<file path="config.mk">
export PLATFORM = sky130hd
export DESIGN_NAME = fsec_gate
export DESIGN_NICKNAME = d
export VERILOG_FILES = /design/src/fsec_pkg.sv /design/src/fsec_key_if.sv /design/src/fsec_key_cmp.sv /design/src/fsec_clk_div.sv /design/src/fsec_gate.sv
export SDC_FILE = /design/constraint.sdc
export NUM_CORES = 1
export LEC_CHECK = 0
export ABC_CLOCK_PERIOD_IN_PS = 1800
export BUFFER_PORTS_ARGS = -buffer_cell sky130_fd_sc_hd__buf_2
export CORE_MARGIN = 1
export CORE_UTILIZATION = 40
export CTS_CLUSTER_SIZE = 12
export DETAILED_ROUTE_END_ITERATION = 8
export PLACE_DENSITY = 0.79
export RECOVER_POWER = 100
export SLEW_MARGIN = 30
export SYNTH_ARGS = -nofsm -noshare
export SYNTH_HDL_FRONTEND = slang
export SYNTH_SLANG_ARGS = --single-unit
</file>
<file path="constraint.sdc">
create_clock -name clk_i -period 1.8 [get_ports clk_i]
set_clock_uncertainty 0.1 [all_clocks]
set_input_delay 0.09 -clock clk_i [delete_from_list [all_inputs] [get_ports clk_i]]
set_output_delay 0.09 -clock clk_i [all_outputs]
set_load 0.01 [all_outputs]
</file>
<file path="src/fsec_pkg.sv">
// Constants and types shared by the flash security and clock ratio block.
// Assumes a byte-wide register path on the bus clock.
package fsec_pkg;
    // ****************************************
    // Register layout
    // ****************************************
    localparam int unsigned RATIO_LOADED_BIT = 7;
    localparam int unsigned PRESCALE_BIT = 6;
    localparam int unsigned DIVISOR_MSB = 5;
    localparam int unsigned KEY_WRITE_MODE_BIT = 5;
    localparam int unsigned BACKDOOR_ALLOW_BIT = 7;
    localparam logic [1:0] SEC_UNSECURED = 2'h2;
    localparam logic [7:0] RATIO_RESET = 8'h00;
    localparam logic [7:0] CONFIG_RESET = 8'h00;
    localparam logic [7:0] OPTION_RESET = 8'hFF;
    localparam logic [7:0] PROTECT_RESET = 8'hFF;
    localparam int unsigned KEY_BYTES = 8;
    localparam logic [2:0] KEY_LAST_INDEX = 3'h7;
    localparam logic [2:0] PRESCALE_LAST = 3'h7;
    localparam logic [15:0] KEY_BASE_ADDR = 16'hFFB0;
    localparam int unsigned NV_BLOCK_BYTES = 512;

    // ****************************************
    // Key entry states
    // ****************************************
    typedef enum logic [1:0] {
        FSEC_KEY_IDLE = 2'b00,
        FSEC_KEY_COLLECT = 2'b01,
        FSEC_KEY_CHECK = 2'b11
    } fsec_key_state_e;
endpackage : fsec_pkg

</file>
<file path="src/fsec_key_if.sv">
// Carries key-entry events from the security gate to the key comparator.
// Assumes one clock shared by both ends.
`timescale 1ns/10ps
interface fsec_key_if;
    logic arm;
    logic key_wr;
    logic [2:0] key_idx;
    logic [7:0] key_data;
    logic finish;
    logic match;

    modport gate (output arm, output key_wr, output key_idx, output key_data, output finish, input match);
    modport cmp (input arm, input key_wr, input key_idx, input key_data, input finish, output match);
endinterface : fsec_key_if

</file>
<file path="src/fsec_key_cmp.sv">
// Collects eight key bytes in order and compares them against the stored key.
// Assumes the stored key is stable from reset onward.
`timescale 1ns/10ps
module fsec_key_cmp (
    input wire logic clk_i,
    input wire logic rst_i,
    input wire logic [63:0] stored_key_i,
    fsec_key_if.cmp key
);
    fsec_pkg::fsec_key_state_e state_q;
    logic [2:0] next_idx_q;
    logic all_ok_q;
    logic match_q;

    // ****************************************
    // Ordered comparison
    // ****************************************
    always_ff @(posedge clk_i or posedge rst_i) begin
        if (rst_i) begin
            state_q <= fsec_pkg::FSEC_KEY_IDLE;
            next_idx_q <= 3'h0;
            all_ok_q <= 1'b0;
        end else begin
            case (state_q)
                fsec_pkg::FSEC_KEY_IDLE: begin
                    if (key.arm) begin
                        state_q <= fsec_pkg::FSEC_KEY_COLLECT;
                        next_idx_q <= 3'h0;
                        all_ok_q <= 1'b1;
                    end
                end
                fsec_pkg::FSEC_KEY_COLLECT: begin
                    if (key.finish) begin
                        state_q <= fsec_pkg::FSEC_KEY_IDLE;
                    end else if (key.key_wr) begin
                        // Out of order or wrong byte spoils the whole attempt
                        if (key.key_idx != next_idx_q ||
                            key.key_data != stored_key_i[key.key_idx*8 +: 8]) begin
                            all_ok_q <= 1'b0;
                        end
                        if (next_idx_q == fsec_pkg::KEY_LAST_INDEX) begin
                            state_q <= fsec_pkg::FSEC_KEY_CHECK;
                        end
                        next_idx_q <= next_idx_q + 3'h1;
                    end
                end
                fsec_pkg::FSEC_KEY_CHECK: begin
                    if (key.finish) begin
                        state_q <= fsec_pkg::FSEC_KEY_IDLE;
                    end else if (key.key_wr) begin
                        all_ok_q <= 1'b0;
                    end
                end
                default: state_q <= fsec_pkg::FSEC_KEY_IDLE;
            endcase
        end
    end

    always_ff @(posedge clk_i or posedge rst_i) begin
        if (rst_i) begin
            match_q <= 1'b0;
        end else begin
            match_q <= key.finish && state_q == fsec_pkg::FSEC_KEY_CHECK && all_ok_q;
        end
    end

    assign key.match = match_q;
endmodule : fsec_key_cmp

</file>
<file path="src/fsec_clk_div.sv">
// Flash clock generator: optional divide by eight, then divide by divisor plus one.
// Assumes the ratio is held constant once loaded.
`timescale 1ns/10ps
module fsec_clk_div #(
    parameter int unsigned DIV_W = 6
) (
    input wire logic clk_i,
    input wire logic rst_i,
    input wire logic run_i,
    input wire logic prescale_i,
    input wire logic [DIV_W-1:0] divisor_i,
    output logic tick_o
);
    logic [2:0] pre_q;
    logic [DIV_W-1:0] cnt_q;
    logic tick_q;
    logic pre_tick;

    assign pre_tick = !prescale_i || pre_q == fsec_pkg::PRESCALE_LAST;

    always_ff @(posedge clk_i or posedge rst_i) begin
        if (rst_i) begin
            pre_q <= 3'h0;
        end else if (!run_i) begin
            pre_q <= 3'h0;
        end else begin
            pre_q <= pre_q + 3'h1;
        end
    end

    // One flash clock tick every (divisor+1) prescaled ticks
    always_ff @(posedge clk_i or posedge rst_i) begin
        if (rst_i) begin
            cnt_q <= '0;
            tick_q <= 1'b0;
        end else if (!run_i) begin
            cnt_q <= '0;
            tick_q <= 1'b0;
        end else if (pre_tick) begin
            tick_q <= cnt_q == divisor_i;
            cnt_q <= (cnt_q == divisor_i) ? '0 : cnt_q + 1'b1;
        end else begin
            tick_q <= 1'b0;
        end
    end

    assign tick_o = tick_q;
endmodule : fsec_clk_div

</file>
<file path="src/fsec_gate.sv">
// Security gate for flash and RAM, backdoor unlock, blank-check unlock,
// and the write-once flash clock ratio register.
// Assumes one bus clock; nonvolatile bytes are stable inputs sampled at reset release.
// Contract
// - While secure, unsecured-code or debug accesses to flash/RAM are blocked, reads zero.
// - Security code 1:0 is unsecured; every other value is secure.
// - Reset copies the stored option byte into the working option register.
// - Debug module enable is held off while secure; register space stays reachable.
// - With backdoor allow clear, no backdoor unlock exists.
// - Key write mode turns key location writes into comparison values.
// - Leaving key write mode with a full matching key sets code to 1:0.
// - Key writes count only from secure-memory code, not debug.
// - Working protection register is writable only by debug commands.
// - A fully blank flash check disengages security until reset.
// - Backdoor key lives in the last 512-byte block with the vectors.
// - Reset also loads the working protection register from its stored copy.
// - Ratio loaded flag is read-only, reset clear, set by first write.
// - Ratio bits 6:0 are always readable, writable once after reset.
// - Program and erase are disabled until the ratio has been loaded.
// - Prescale bit selects bus clock or bus clock divided by eight.
// - Flash clock is the selected clock divided by divisor plus one.
// - Each program/erase pulse is one flash clock cycle; operations count pulses.
// - Flash writes before the ratio is loaded raise the access error flag.
`timescale 1ns/10ps
module fsec_gate (
    input wire logic clk_i,
    input wire logic rst_i,
    input wire logic [7:0] stored_option_byte_i,
    input wire logic [7:0] stored_protect_byte_i,
    input wire logic [63:0] backdoor_key_store_i,
    input wire logic acc_valid_i,
    input wire logic acc_write_i,
    input wire logic acc_secure_mem_i,
    input wire logic acc_debug_i,
    input wire logic acc_to_secure_i,
    input wire logic [15:0] acc_addr_i,
    input wire logic [7:0] acc_wdata_i,
    input wire logic [7:0] mem_rdata_i,
    output logic mem_en_o,
    output logic [7:0] acc_rdata_o,
    input wire logic ratio_wr_i,
    input wire logic [7:0] ratio_wdata_i,
    output logic [7:0] flash_clock_ratio_reg_o,
    input wire logic config_wr_i,
    input wire logic [7:0] config_wdata_i,
    output logic [7:0] flash_config_reg_o,
    input wire logic protect_wr_i,
    input wire logic [7:0] protect_wdata_i,
    output logic [7:0] working_protect_reg_o,
    output logic [7:0] working_option_reg_o,
    input wire logic blank_ok_i,
    input wire logic pulse_req_i,
    output logic pulse_o,
    output logic prog_erase_en_o,
    output logic flash_cmd_write_o,
    output logic access_error_set_o,
    output logic secure_o,
    output logic debug_module_allow_o
);
    logic [7:0] ratio_q;
    logic [7:0] config_q;
    logic [7:0] protect_q;
    logic [7:0] option_q;
    logic load_pending_q;
    logic [7:0] rdata_q;
    logic err_q;
    logic unlock_q;
    logic pulse_q;
    logic secure;
    logic allowed;
    logic key_window;
    logic flash_tick;

    fsec_key_if key ();

    // ****************************************
    // Reset loads of nonvolatile copies
    // ****************************************
    function automatic logic is_secure(input logic [1:0] code);
        is_secure = code != fsec_pkg::SEC_UNSECURED;
    endfunction : is_secure

    // Stored bytes are taken on the first edge after release, never under reset
    always_ff @(posedge clk_i or posedge rst_i) begin
        if (rst_i) begin
            load_pending_q <= 1'b1;
        end else begin
            load_pending_q <= 1'b0;
        end
    end

    always_ff @(posedge clk_i or posedge rst_i) begin
        if (rst_i) begin
            option_q <= fsec_pkg::OPTION_RESET;
        end else if (load_pending_q) begin
            option_q <= stored_option_byte_i;
        end else if (unlock_q) begin
            option_q[1:0] <= fsec_pkg::SEC_UNSECURED;
        end
    end

    always_ff @(posedge clk_i or posedge rst_i) begin
        if (rst_i) begin
            protect_q <= fsec_pkg::PROTECT_RESET;
        end else if (load_pending_q) begin
            protect_q <= stored_protect_byte_i;
        end else if (protect_wr_i && acc_debug_i) begin
            protect_q <= protect_wdata_i;
        end
    end

    // Held secure during the load cycle so nothing slips through before option is known
    assign secure = load_pending_q || is_secure(option_q[1:0]);
    assign allowed = !(secure && acc_to_secure_i && (acc_debug_i || !acc_secure_mem_i));

    // ****************************************
    // Access gate
    // ****************************************
    assign mem_en_o = acc_valid_i && allowed && !(key_window && acc_write_i);

    always_ff @(posedge clk_i or posedge rst_i) begin
        if (rst_i) begin
            rdata_q <= 8'h00;
        end else if (acc_valid_i && !acc_write_i) begin
            rdata_q <= allowed ? mem_rdata_i : 8'h00;
        end
    end

    assign acc_rdata_o = rdata_q;
    assign debug_module_allow_o = !secure;
    assign secure_o = secure;

    // ****************************************
    // Backdoor key entry
    // ****************************************
    // Key locations sit in the last nonvolatile block, under the vector protection
    assign key_window = config_q[fsec_pkg::KEY_WRITE_MODE_BIT] &&
                        acc_addr_i[15:3] == fsec_pkg::KEY_BASE_ADDR[15:3];

    always_ff @(posedge clk_i or posedge rst_i) begin
        if (rst_i) begin
            config_q <= fsec_pkg::CONFIG_RESET;
        end else if (config_wr_i) begin
            config_q <= config_wdata_i;
        end
    end

    assign key.arm = config_wr_i && !config_q[fsec_pkg::KEY_WRITE_MODE_BIT] &&
                     config_wdata_i[fsec_pkg::KEY_WRITE_MODE_BIT] &&
                     option_q[fsec_pkg::BACKDOOR_ALLOW_BIT];
    assign key.key_wr = acc_valid_i && acc_write_i && key_window &&
                        acc_secure_mem_i && !acc_debug_i;
    assign key.key_idx = acc_addr_i[2:0];
    assign key.key_data = acc_wdata_i;
    assign key.finish = config_wr_i && config_q[fsec_pkg::KEY_WRITE_MODE_BIT] &&
                        !config_wdata_i[fsec_pkg::KEY_WRITE_MODE_BIT];

    fsec_key_cmp u_key_cmp (
        .clk_i(clk_i),
        .rst_i(rst_i),
        .stored_key_i(backdoor_key_store_i),
        .key(key)
    );

    always_ff @(posedge clk_i or posedge rst_i) begin
        if (rst_i) begin
            unlock_q <= 1'b0;
        end else begin
            unlock_q <= (key.match && option_q[fsec_pkg::BACKDOOR_ALLOW_BIT]) || blank_ok_i;
        end
    end

    // ****************************************
    // Write-once clock ratio
    // ****************************************
    always_ff @(posedge clk_i or posedge rst_i) begin
        if (rst_i) begin
            ratio_q <= fsec_pkg::RATIO_RESET;
        end else if (ratio_wr_i && !ratio_q[fsec_pkg::RATIO_LOADED_BIT]) begin
            ratio_q <= {1'b1, ratio_wdata_i[6:0]};
        end
    end

    assign flash_clock_ratio_reg_o = ratio_q;
    assign prog_erase_en_o = ratio_q[fsec_pkg::RATIO_LOADED_BIT];

    fsec_clk_div #(
        .DIV_W(fsec_pkg::DIVISOR_MSB + 1)
    ) u_clk_div (
        .clk_i(clk_i),
        .rst_i(rst_i),
        .run_i(ratio_q[fsec_pkg::RATIO_LOADED_BIT]),
        .prescale_i(ratio_q[fsec_pkg::PRESCALE_BIT]),
        .divisor_i(ratio_q[fsec_pkg::DIVISOR_MSB:0]),
        .tick_o(flash_tick)
    );

    // Pulse lasts from one flash clock tick to the next; sequencer counts these
    always_ff @(posedge clk_i or posedge rst_i) begin
        if (rst_i) begin
            pulse_q <= 1'b0;
        end else if (flash_tick) begin
            pulse_q <= pulse_req_i && prog_erase_en_o;
        end
    end

    assign pulse_o = pulse_q;

    // ****************************************
    // Flash command writes and access error
    // ****************************************
    assign flash_cmd_write_o = acc_valid_i && acc_write_i && allowed && !key_window &&
                               !acc_to_secure_i && prog_erase_en_o;

    always_ff @(posedge clk_i or posedge rst_i) begin
        if (rst_i) begin
            err_q <= 1'b0;
        end else begin
            err_q <= acc_valid_i && acc_write_i && !acc_to_secure_i && !key_window &&
                     !ratio_q[fsec_pkg::RATIO_LOADED_BIT];
        end
    end

    assign access_error_set_o = err_q;
    assign flash_config_reg_o = config_q;
    assign working_protect_reg_o = protect_q;
    assign working_option_reg_o = option_q;
endmodule : fsec_gate

</file>
==> results of run 1 <==
[cell usage after synthesis, types with 3 or more instances]
cell type / n
dfrtp_1: 44
nand2_1: 41
mux2_2: 29
o21ai_0: 21
mux2i_1: 20
dfstp_2: 17
nor2_1: 16
xnor2_1: 12
xor2_1: 9
clkbuf_1: 6
mux4_1: 6
nand4_1: 6
ha_1: 5
inv_1: 5
nand2b_1: 5
nand3_1: 5
a221oi_1: 4
o22ai_1: 4
a21oi_1: 3
buf_4: 3
buf_6: 3
nor2b_1: 3
nor4_1: 3
[worst max path at each step]
stage	start	endpoint	slack, ps	cells past startpoint
finish	working_option_reg_o[1]	mem_en_o	80	5
detailed placement	u_clk_div.pre_q[0]	u_clk_div.cnt_q[5]	50	8
CTS	flash_config_reg_o[5]	mem_en_o	2	5
global placement	u_clk_div.pre_q[0]	u_clk_div.cnt_q[5]	80	8
global route	load_pending_q	mem_en_o	-4	6
floorplan	u_clk_div.pre_q[0]	u_clk_div.cnt_q[5]	60	8
[per-stage QoR]
step | setup TNS [ps] | cells | util | cell area, um2
2_1_floorplan | 0 | 294 | - | 3308
3_3_place_gp | 0 | 584 | 0.5615 | 4407
3_5_place_dp | 0 | 584 | 0.5615 | 4407
4_1_cts | 0 | 656 | 0.6590 | 5171
5_1_grt | -3.592 | 657 | 0.6566 | 5152
6_report | 0 | 657 | 0.6566 | 5152
[timing repair]
action / CTS / global route
endpoints found under the hold margin: 102 / 0
pin swaps: 0 / 3
resized for setup: 2 / 8
endpoints found under the setup margin: 2 / 7
gates cloned: 0 / 0
setup buffers: 0 / 1
hold buffers: 56 / 0
[per-layer routing]
metal  vias up  global-route usage  part of all wire  wire, um
met5         -                   0                 0         0
met2       142              0.4400              0.54      5353
met3        16             0.05665             0.065       644
li1       1558                   -                 -         -
met1      1537              0.2395              0.37      3660
met4         0             0.07692             0.019       191
[registers in the layout, summed over array words and instances, names as in the netlist, 2 cells and up]
| register | cells |
|---|---|
| acc_rdata_o | 8 |
| flash_clock_ratio_reg_o | 8 |
| flash_config_reg_o | 8 |
| working_option_reg_o | 8 |
| working_protect_reg_o | 8 |
| u_clk_div.cnt_q | 6 |
| u_clk_div.pre_q | 3 |
| u_key_cmp.next_idx_q | 3 |
| u_key_cmp.state_q | 2 |
[cell type report]
| cell class | instances | area, um2 |
|---|---|---|
| fill | 634 | 2695 |
| multi-input combinational | 214 | 1690 |
| timing repair buffer | 259 | 1577 |
| sequential | 61 | 1549 |
| clock buffer | 10 | 127.6 |
| tap | 102 | 127.6 |
| clock inverter | 6 | 62.56 |
| inverter | 5 | 18.77 |
[worst max-delay path: stages, from the launching register on]
cell     delay (ps)
dfstp_1         550
nand2_1         150
nand3_4         180
nand2_1          70
a21oi_1         110
buf_2           150
[power by group through the flow]
stage	Combinational (W)	Sequential [W]	Clock, W
6_report	0.00113	0.00179	0.00117
5_1_grt	0.00125	0.00181	0.00128
4_1_cts	0.00113	0.00178	0.00121
3_5_place_dp	0.00101	0.00180	0
3_3_place_gp	0.000967	0.00178	0
2_1_floorplan	0.000568	0.00182	0
[layout by cell type (no fill, tap or decap), types with 3 or more instances in the layout]
master and n:
dfstp_1 4, buf_2 153, nand2_1 39, mux2i_1 20, mux4_1 6, dfrtp_1 43
xor2_1 9, nor4_1 3, o21ai_0 21, nand2b_1 5, o22ai_1 4, dlygate4sd3_1 56
mux2_2 29, nand3_1 3, ha_1 5, nor2_1 15, dfstp_2 13, a221oi_1 4
buf_4 6, a21oi_1 3, clkbuf_1 42, nand4_1 6, clkbuf_8 9, inv_1 5
xnor2_1 12
[cells by family after synthesis]
group,after synthesis
other,1
AOI/OAI and AO/OA,38
xor gates and xnor gates,21
buffers and inverters,19
adders and majority gates,5
muxes,57
DFF,61
and+or+nand+nor,92
==> reports/qor.txt, run 1 <==
global placer's final weighted congestion -> 0.8485
Synth Area in Compound Gates -> 0.06699
Reg clk slew, reported paths -> 70 ps
effective utilization at floorplan -> 0.4212
via count of the first global-routing pass -> 3383
count of standard-cell rows -> 32
maximum operating frequency -> 581.2 MHz
adder and majority cell fraction of the synthesized area -> 0.01893
status -> finished clean
number of max-cap violations -> 0
number of design rule violations left after detail routing -> 0
number of buffers created by CTS -> 9
xor and xnor fraction of the mapped netlist area -> 0.05564
per-instance average area after synthesis -> 11.24 um2
shortest period the worst path allows -> 1721 ps
max-slew violation count -> 0
Final WS setup -> 79.44 ps
remaining global-route overflow -> 0
power density relative to cell area -> 793.7 mW/mm2
Required @ worst endpoint -> 1610 ps
Max VDD drop -> 0.4123 mV
total power of the final layout -> 0.004090 W
switching component of the power -> 0.001233 W
mux cell area share after synthesis -> 0.2207
net count of the mapped netlist -> 447
Final nets -> 703
final number of setup-violating endpoints -> 0
DRT Pass-1 Iters -> 7
number of DRC violations after detailed-routing iteration 0 -> 111
Worst-Skew Late Latency -> 330 ps
number of antenna repair diodes -> 0
number of primary I/O pins -> 195
LEAKAGE -> 2.491 nW
area of the die -> 0.008631 mm2
YS warnings -> 0
count of nets left with antenna violations after detail routing -> 0
Int Power -> 0.002857 W
sequential share of power -> 0.439
clk root buf -> clkbuf_8
die extent in y -> 92.91 um
largest net degree at the start of global routing -> 49
number of cell instances on the worst register-to-register path -> 8
Period Utilization, post-route -> 0.9559
number of hold violations in the final report -> 0
fraction of the yosys area taken by sequential cells -> 0.4682
Area contributors post-synth -> dfrtp_1 (33%), dfstp_2 (14%), mux2_2 (9.9%)
Core Box Area -> 0.007848 mm2
dominant combinational cell family by area after synthesis -> multiplexers
minimum setup slack after placement -> 51.36 ps
RR Endpoint -> u_clk_div.cnt_q[5]
distinct cell type count after synthesis -> 42
Startpoint Class -> register
max-slew headroom at the worst pin -> 0.6183
fraction of power consumed by combinational cells -> 0.275
terminating pin of the worst hold path -> u_key_cmp.all_ok_q
cell depth of the worst hold path -> 4
number of enable flip-flop cells after synthesis -> 0
endpoint class of the critical path -> output pin
worst hold slack -> 2.111 ps
area share of the leading cell type in the synthesized netlist -> 0.3331
Synth Area in Simple Gates -> 0.1363
Crit Path Class -> register to output pin
CTS tree -> done
routed wirelength normalized by instance count -> 14.99 um
vias after detailed routing -> 3253
half-perimeter wire length after detailed placement -> 6742 um
r2r setup slk -> 80 ps
deepest level of the CTS H-tree -> 3
fraction of layout instances using a drive strength above 1 -> 0.4144
clock sinks -> 61
Min-Delay Startpoint -> acc_wdata_i[6]
maximum fanout count along the critical path -> 9
I/O Buffers -> 193
die extent in x -> 92.91 um
proportion of power drawn by the clock network -> 0.286
Detailed Route WL -> 9851 um
synth-to-layout area growth -> 55.87%
worst r2r src -> u_clk_div.pre_q[0]
cell taking the most area after synthesis -> dfrtp_1
number of antenna violations at the first check in global routing -> 0
Mapped Area -> 0.003306 mm2
leading register cell type out of synthesis -> dfrtp_1
global router's overall resource usage -> 0.2290
first-pass GRT wire length -> 15370 um
worst-margin pin slew -> 571.9 ps
deepest clock path buffer count -> 2
fraction of registers with async set/reset -> 1.000
synthesized flop and latch total -> 61
type of the worst min-delay path -> input pin to register
cell count after synthesis -> 294
Vias per Instance -> 4.951
Worst EP arrival -> 1530 ps
net switching share of the total power -> 0.3015
(Power assumes the default switching activity.)
==> inputs of run 2 (changes only) <==
Settings changed: ABC_AREA set to 1, CORE_UTILIZATION 40 to 41.
==> run 2 against run 1 <==
Against the previous run:
- fmax is 3.4% lower
- area after synthesis grew 10%
- critical path depth rose by 2
- wire length is 17% higher
- highest routed layer unchanged
- global-route usage grew 1.6 points
- largest power group unchanged
- combinational power fell by 19%
- sequential share of layout area is 2.0 points lower
- register-to-register slack worse by 20 ps
==> reports/qor.txt, run 2 <==
YS warnings -> 0
most frequent standard cell in the layout excluding fill and tap cells -> nand2_1
synthesized flop and latch total -> 61
largest net degree at the start of global routing -> 37
Period Utilization, post-route -> 0.9892
fraction of power consumed by combinational cells -> 0.249
fraction of layout instances using a drive strength above 1 -> 0.2865
post-layout instance area -> 0.005520 mm2
number of DRC violations after detailed-routing iteration 0 -> 177
endpoint class of the critical path -> output pin
worst-margin pin slew -> 971.1 ps
fraction of the yosys area taken by sequential cells -> 0.4246
GRT Max-Usage Layer -> met2
Final nets -> 923
area of the die -> 0.009271 mm2
Core Box Area -> 0.008678 mm2
area share of the leading cell type in the synthesized netlist -> 0.3021
dominant combinational cell family by area after synthesis -> simple AND/OR/NAND/NOR gates
area of placed instances -> 0.004708 mm2
# placed instances -> 802
cell types with the highest counts after synthesis -> nand2_1 (167), inv_1 (63), nor2_1 (55), nand3_1 (54), dfrtp_1 (44)
number of antenna violations at the first check in global routing -> 0
Int Power -> 0.002568 W
count of standard-cell rows -> 34
count of nets left with antenna violations after detail routing -> 0
met2 track demand over resource -> 0.4616
distinct cell type count after synthesis -> 34
CTS tree -> done
clock sinks -> 61
deepest level of the CTS H-tree -> 3
number of enable flip-flop cells after synthesis -> 0
Worst EP arrival -> 1590 ps
synth-to-layout area growth -> 51.46%
sequential share of power -> 0.441
number of antenna repair diodes -> 0
type of the worst min-delay path -> input pin to register
effective utilization at floorplan -> 0.4200
Startpoint Class -> register
switching component of the power -> 0.001095 W
number of standard cells in the layout, taps in and fillers out -> 883
per-instance average area after synthesis -> 7.161 um2
number of design rule violations left after detail routing -> 0
Synth Area in Simple Gates -> 0.3320
mux cell area share after synthesis -> 0.02163
Max VDD drop -> 0.7494 mV
maximum operating frequency -> 561.6 MHz
routed wirelength normalized by instance count -> 13.05 um
xor and xnor fraction of the mapped netlist area -> 0.02163
net count of the mapped netlist -> 662
LEAKAGE -> 3.005 nW
max-slew headroom at the worst pin -> 0.3519
number of primary I/O pins -> 195
vias after detailed routing -> 4246
die extent in x -> 96.29 um
fraction of registers with async set/reset -> 1.000
deepest clock path buffer count -> 2
maximum fanout count along the critical path -> 5
Worst-Skew Late Latency -> 330 ps
Area contributors post-synth -> dfrtp_1 (30%), nand2_1 (17%), dfstp_2 (12%)
Required @ worst endpoint -> 1610 ps
status -> finished clean
via count of the first global-routing pass -> 4162
Vias per Instance -> 4.809
proportion of power drawn by the clock network -> 0.310
max-slew violation count -> 0
leading register cell type out of synthesis -> dfrtp_1
first-pass GRT wire length -> 17570 um
half-perimeter wire length after detailed placement -> 7783 um
Mapped Area -> 0.003645 mm2
shortest period the worst path allows -> 1780 ps
Reg clk slew, reported paths -> 70 ps
global placer's final weighted congestion -> 0.8371
net switching share of the total power -> 0.2989
remaining global-route overflow -> 0
Synth Area in Compound Gates -> 0.07140
cell count after synthesis -> 509
highest-count cells in the layout ignoring fill and taps -> nand2_1 (165), buf_2 (150), dlygate4sd3_1 (59)
final number of setup-violating endpoints -> 0
Detailed Route WL -> 11520 um
adder and majority cell fraction of the synthesized area -> 0.01716
number of hold violations in the final report -> 0
global routing met1 resource utilization -> 0.2677
Global Route met3 Usage -> 0.05213
global router's overall resource usage -> 0.2455
I/O Buffers -> 193
power density relative to cell area -> 663.6 mW/mm2
filler cell count in the final layout -> 762
setup repair after global routing missed its margin -> yes
DRT Pass-1 Iters -> 4
number of buffers created by CTS -> 9
Crit Path Class -> register to output pin
clk root buf -> clkbuf_8
dominant cell by count in the synthesized netlist -> nand2_1
cell taking the most area after synthesis -> dfrtp_1
die extent in y -> 96.29 um
number of max-cap violations -> 0
run 2: cell types whose count changed after synthesis, moves of 8 or more:
| cell | previous run | this run |
|---|---|---|
| nand2_1 | 41 | 167 |
| inv_1 | 5 | 63 |
| nand3_1 | 5 | 54 |
| nor2_1 | 16 | 55 |
| mux2_2 | 29 | 7 |
| mux2i_1 | 20 | 0 |
| xnor2_1 | 12 | 4 |
run 2: cells by family after synthesis:
family / count (synthesis)
AO/OA/AOI/OAI: 47
XOR/XNOR: 9
adder cells (fa/ha/maj): 5
buffers and inverters: 86
flip-flops: 61
multiplexers: 7
other: 1
AND/OR/NAND/NOR: 293
run 2: final timing paths:
check | start | end | slack [ps] | depth (start not counted)
hold / removal | acc_write_i | access_error_set_o | 20 | 4
min in group asynchronous | rst_i | u_key_cmp.key.match | 450 | 3
setup / recovery | flash_config_reg_o[5] | flash_cmd_write_o | 20 | 7
hold reg to reg | u_clk_div.tick_o | pulse_o | 350 | 1
max in group asynchronous | rst_i | flash_clock_ratio_reg_o[6] | 300 | 4
setup reg to reg | u_clk_div.pre_q[0] | u_clk_div.cnt_q[5] | 60 | 10
run 2: metrics by stage:
stage	hold WS [ps]	TNS, ps	setup slack (ps)	util	total power (W)
after floorplan	82.29	0	48.74	-	0.002072
after global placement	68.50	0	53.88	0.5425	0.002391
after detailed placement	72.39	-4.259	-4.259	0.5425	0.002432
after CTS	2.797	-80.26	-57.39	0.6345	0.003680
after global routing	17.30	-244.6	-78.92	0.6361	0.003891
final	22.20	0	19.52	0.6361	0.003663
run 2: per-layer routing:
| layer | share of wire | vias up | wire (um) |
|---|---|---|---|
| met4 | 0.010 | 0 | 119 |
| li1 | - | 2121 | - |
| met3 | 0.062 | 12 | 710 |
| met5 | 0 | - | 0 |
| met1 | 0.39 | 1957 | 4523 |
| met2 | 0.54 | 156 | 6167 |
run 2: layout make-up:
| class | instances | area, um2 | area share |
|---|---|---|---|
| Sequential cell | 61 | 1548 | 0.2804 |
| Tap cell | 108 | 135.1 | 0.02448 |
| Inverter | 66 | 250.2 | 0.04533 |
| Clock buffer | 12 | 166.4 | 0.03015 |
| Timing Repair Buffer | 270 | 1643 | 0.2976 |
| Multi-Input combinational cell | 362 | 1758 | 0.3185 |
| Clock inverter | 4 | 20.02 | 0.003626 |
run 2: timing repair:
action                     in CTS  in global routing
resized for setup               5                 17
buffers inserted                1                  6
hold buffers                   59                  0
setup endpoints to repair       3                  7
pin swaps                       2                  3
hold endpoints to repair       51                  0
run 2: power by group through the flow:
stage          Combinational, W  Clock, W  Sequential [W]
2_1_floorplan          0.000417         0         0.00166
3_3_place_gp           0.000766         0         0.00162
3_5_place_dp           0.000798         0         0.00163
4_1_cts                0.000905   0.00116         0.00161
5_1_grt                 0.00103   0.00123         0.00163
6_report               0.000914   0.00113         0.00161
run 2: critical path, stage by stage, from the launching register on:
cell and delay [ps]:
dfrtp_1 360, inv_2 50, nor2_1 80, nand4_1 140
nor3_4 270, or3_4 190, nor2_2 30, buf_2 140
==> inputs of run 3 (changes only) <==
Settings changed: SETUP_SLACK_MARGIN set to 0.02.
==> run 3 against run 2 <==
Against the previous run:
- setup slack gained 10 ps
- cell count grew 0.11%
- flip-flop and latch count is the same
- combinational power grew 1%
- power grew 0.25%
- critical path depth is the same
- sequential power is essentially flat
- clock-buffer cell count is the same
- critical endpoint unchanged
- highest routed layer unchanged
==> reports/qor.txt, run 3 (synthesis results as in run 2) <==
status -> finished clean
effective utilization at floorplan -> 0.4200
global router's overall resource usage -> 0.2455
sequential share of power -> 0.440
setup TNS after final layout -> 0 ps
highest-count cells in the layout ignoring fill and taps -> nand2_1 (165), buf_2 (157), dlygate4sd3_1 (59)
deepest clock path buffer count -> 2
Required @ worst endpoint -> 1610 ps
fraction of layout instances using a drive strength above 1 -> 0.3028
Int Power -> 0.002575 W
deepest level of the CTS H-tree -> 3
maximum fanout count along the critical path -> 4
proportion of power drawn by the clock network -> 0.308
die extent in x -> 96.29 um
number of antenna repair diodes -> 0
clk root buf -> clkbuf_8
routed wirelength normalized by instance count -> 13.06 um
clock sinks -> 61
count of standard-cell rows -> 34
Period Utilization, post-route -> 0.9834
switching component of the power -> 0.001097 W
via count of the first global-routing pass -> 4162
number of design rule violations left after detail routing -> 0
max-slew violation count -> 0
number of buffers created by CTS -> 9
maximum operating frequency -> 564.9 MHz
number of standard cells in the layout, taps in and fillers out -> 884
CTS tree -> done
DRT Pass-1 Iters -> 4
synth-to-layout area growth -> 52.32%
vias after detailed routing -> 4255
net switching share of the total power -> 0.2988
number of cell instances on the worst register-to-register path -> 10
worst-margin pin slew -> 969.6 ps
number of primary I/O pins -> 195
# placed instances -> 802
I/O Buffers -> 193
max-slew headroom at the worst pin -> 0.3529
Startpoint Class -> register
fraction of power consumed by combinational cells -> 0.252
power density relative to cell area -> 661.5 mW/mm2
count of nets left with antenna violations after detail routing -> 0
Crit Path Class -> register to output pin
Detailed Route WL -> 11550 um
largest net degree at the start of global routing -> 37
r2r setup slk -> 40 ps
area of the die -> 0.009271 mm2
type of the worst min-delay path -> input pin to register
final number of setup-violating endpoints -> 0
setup repair after global routing missed its margin -> yes
shortest period the worst path allows -> 1770 ps
Worst EP arrival -> 1580 ps
number of antenna violations at the first check in global routing -> 0
global placer's final weighted congestion -> 0.8371
die extent in y -> 96.29 um
endpoint class of the critical path -> output pin
Worst-Skew Late Latency -> 330 ps
first-pass GRT wire length -> 17570 um
Final nets -> 924
Core Box Area -> 0.008678 mm2
Reg clk slew, reported paths -> 70 ps
number of hold violations in the final report -> 0
number of DRC violations after detailed-routing iteration 0 -> 180
most frequent standard cell in the layout excluding fill and tap cells -> nand2_1
Max VDD drop -> 0.7517 mV
half-perimeter wire length after detailed placement -> 7783 um
Vias per Instance -> 4.813
cell depth of the worst hold path -> 4
LEAKAGE -> 3.034 nW
remaining global-route overflow -> 0
number of max-cap violations -> 0
core occupancy in the finished layout -> 0.6397
[run 3: changes by cell type in the layout (fill, tap and decap cells not counted), sizes merged]
cell	before	now
buf	166	175
clkbuf	57	49
[run 3: per-layer routing]
metal	wire, um	share of wire	global-route usage
met4	174	0.015	0.09080
met2	6105	0.53	0.4616
met3	589	0.051	0.05213
met5	0	0	0
met1	4677	0.41	0.2677
[run 3: final timing paths]
kind,from,to
worst max-delay path,flash_config_reg_o[5],flash_cmd_write_o
worst min-delay path,acc_write_i,access_error_set_o
worst max register to register,u_clk_div.pre_q[0],u_clk_div.cnt_q[5]
worst min register to register,u_clk_div.tick_o,pulse_o
max in group asynchronous,rst_i,flash_clock_ratio_reg_o[6]
min in group asynchronous,rst_i,u_key_cmp.key.match
[run 3: timing repair]
| action | in CTS | in global routing |
|---|---|---|
| hold buffers | 59 | 0 |
| buffers inserted | 1 | 7 |
| pin swaps | 2 | 5 |
| hold endpoints to repair | 51 | 0 |
| setup endpoints to repair | 3 | 7 |
| gates resized for setup | 5 | 19 |
[run 3: area by class of cell]
type | count | area [um2]
clock buffer | 12 | 166.4
clock inverter | 4 | 20.02
fill | 756 | 3127
inverter | 66 | 250.2
multi-input combinational | 362 | 1765
sequential | 61 | 1548
tap | 108 | 135.1
timing repair buffer | 271 | 1667
[run 3: power by group through the flow]
stage / clock (W) / sequential [W] / combinational (W)
detailed placement: 0 / 0.00163 / 0.000798
CTS: 0.00116 / 0.00161 / 0.000905
global placement: 0 / 0.00162 / 0.000766
floorplan: 0 / 0.00166 / 0.000417
global route: 0.00123 / 0.00163 / 0.00105
finish: 0.00113 / 0.00162 / 0.000924
[run 3: through the flow]
stage | hold slack (ps) | total power [W] | setup slack (ps) | instance area, um2
final | 22.45 | 0.003672 | 29.81 | 5552
after global routing | 17.30 | 0.003906 | -63.26 | 5552
after CTS | 2.797 | 0.003680 | -57.39 | 5507
after detailed placement | 72.39 | 0.002432 | -4.259 | 4708
after global placement | 68.50 | 0.002391 | 53.88 | 4708
after floorplan | 82.29 | 0.002072 | 48.74 | 3645
[run 3: worst max-delay path: stages, from the launching register on]
cell	delay [ps]
dfrtp_1	390
inv_2	60
nor2_1	40
nand4_1	110
nor3_4	70
or3_4	340
nor2_2	100
buf_2	130
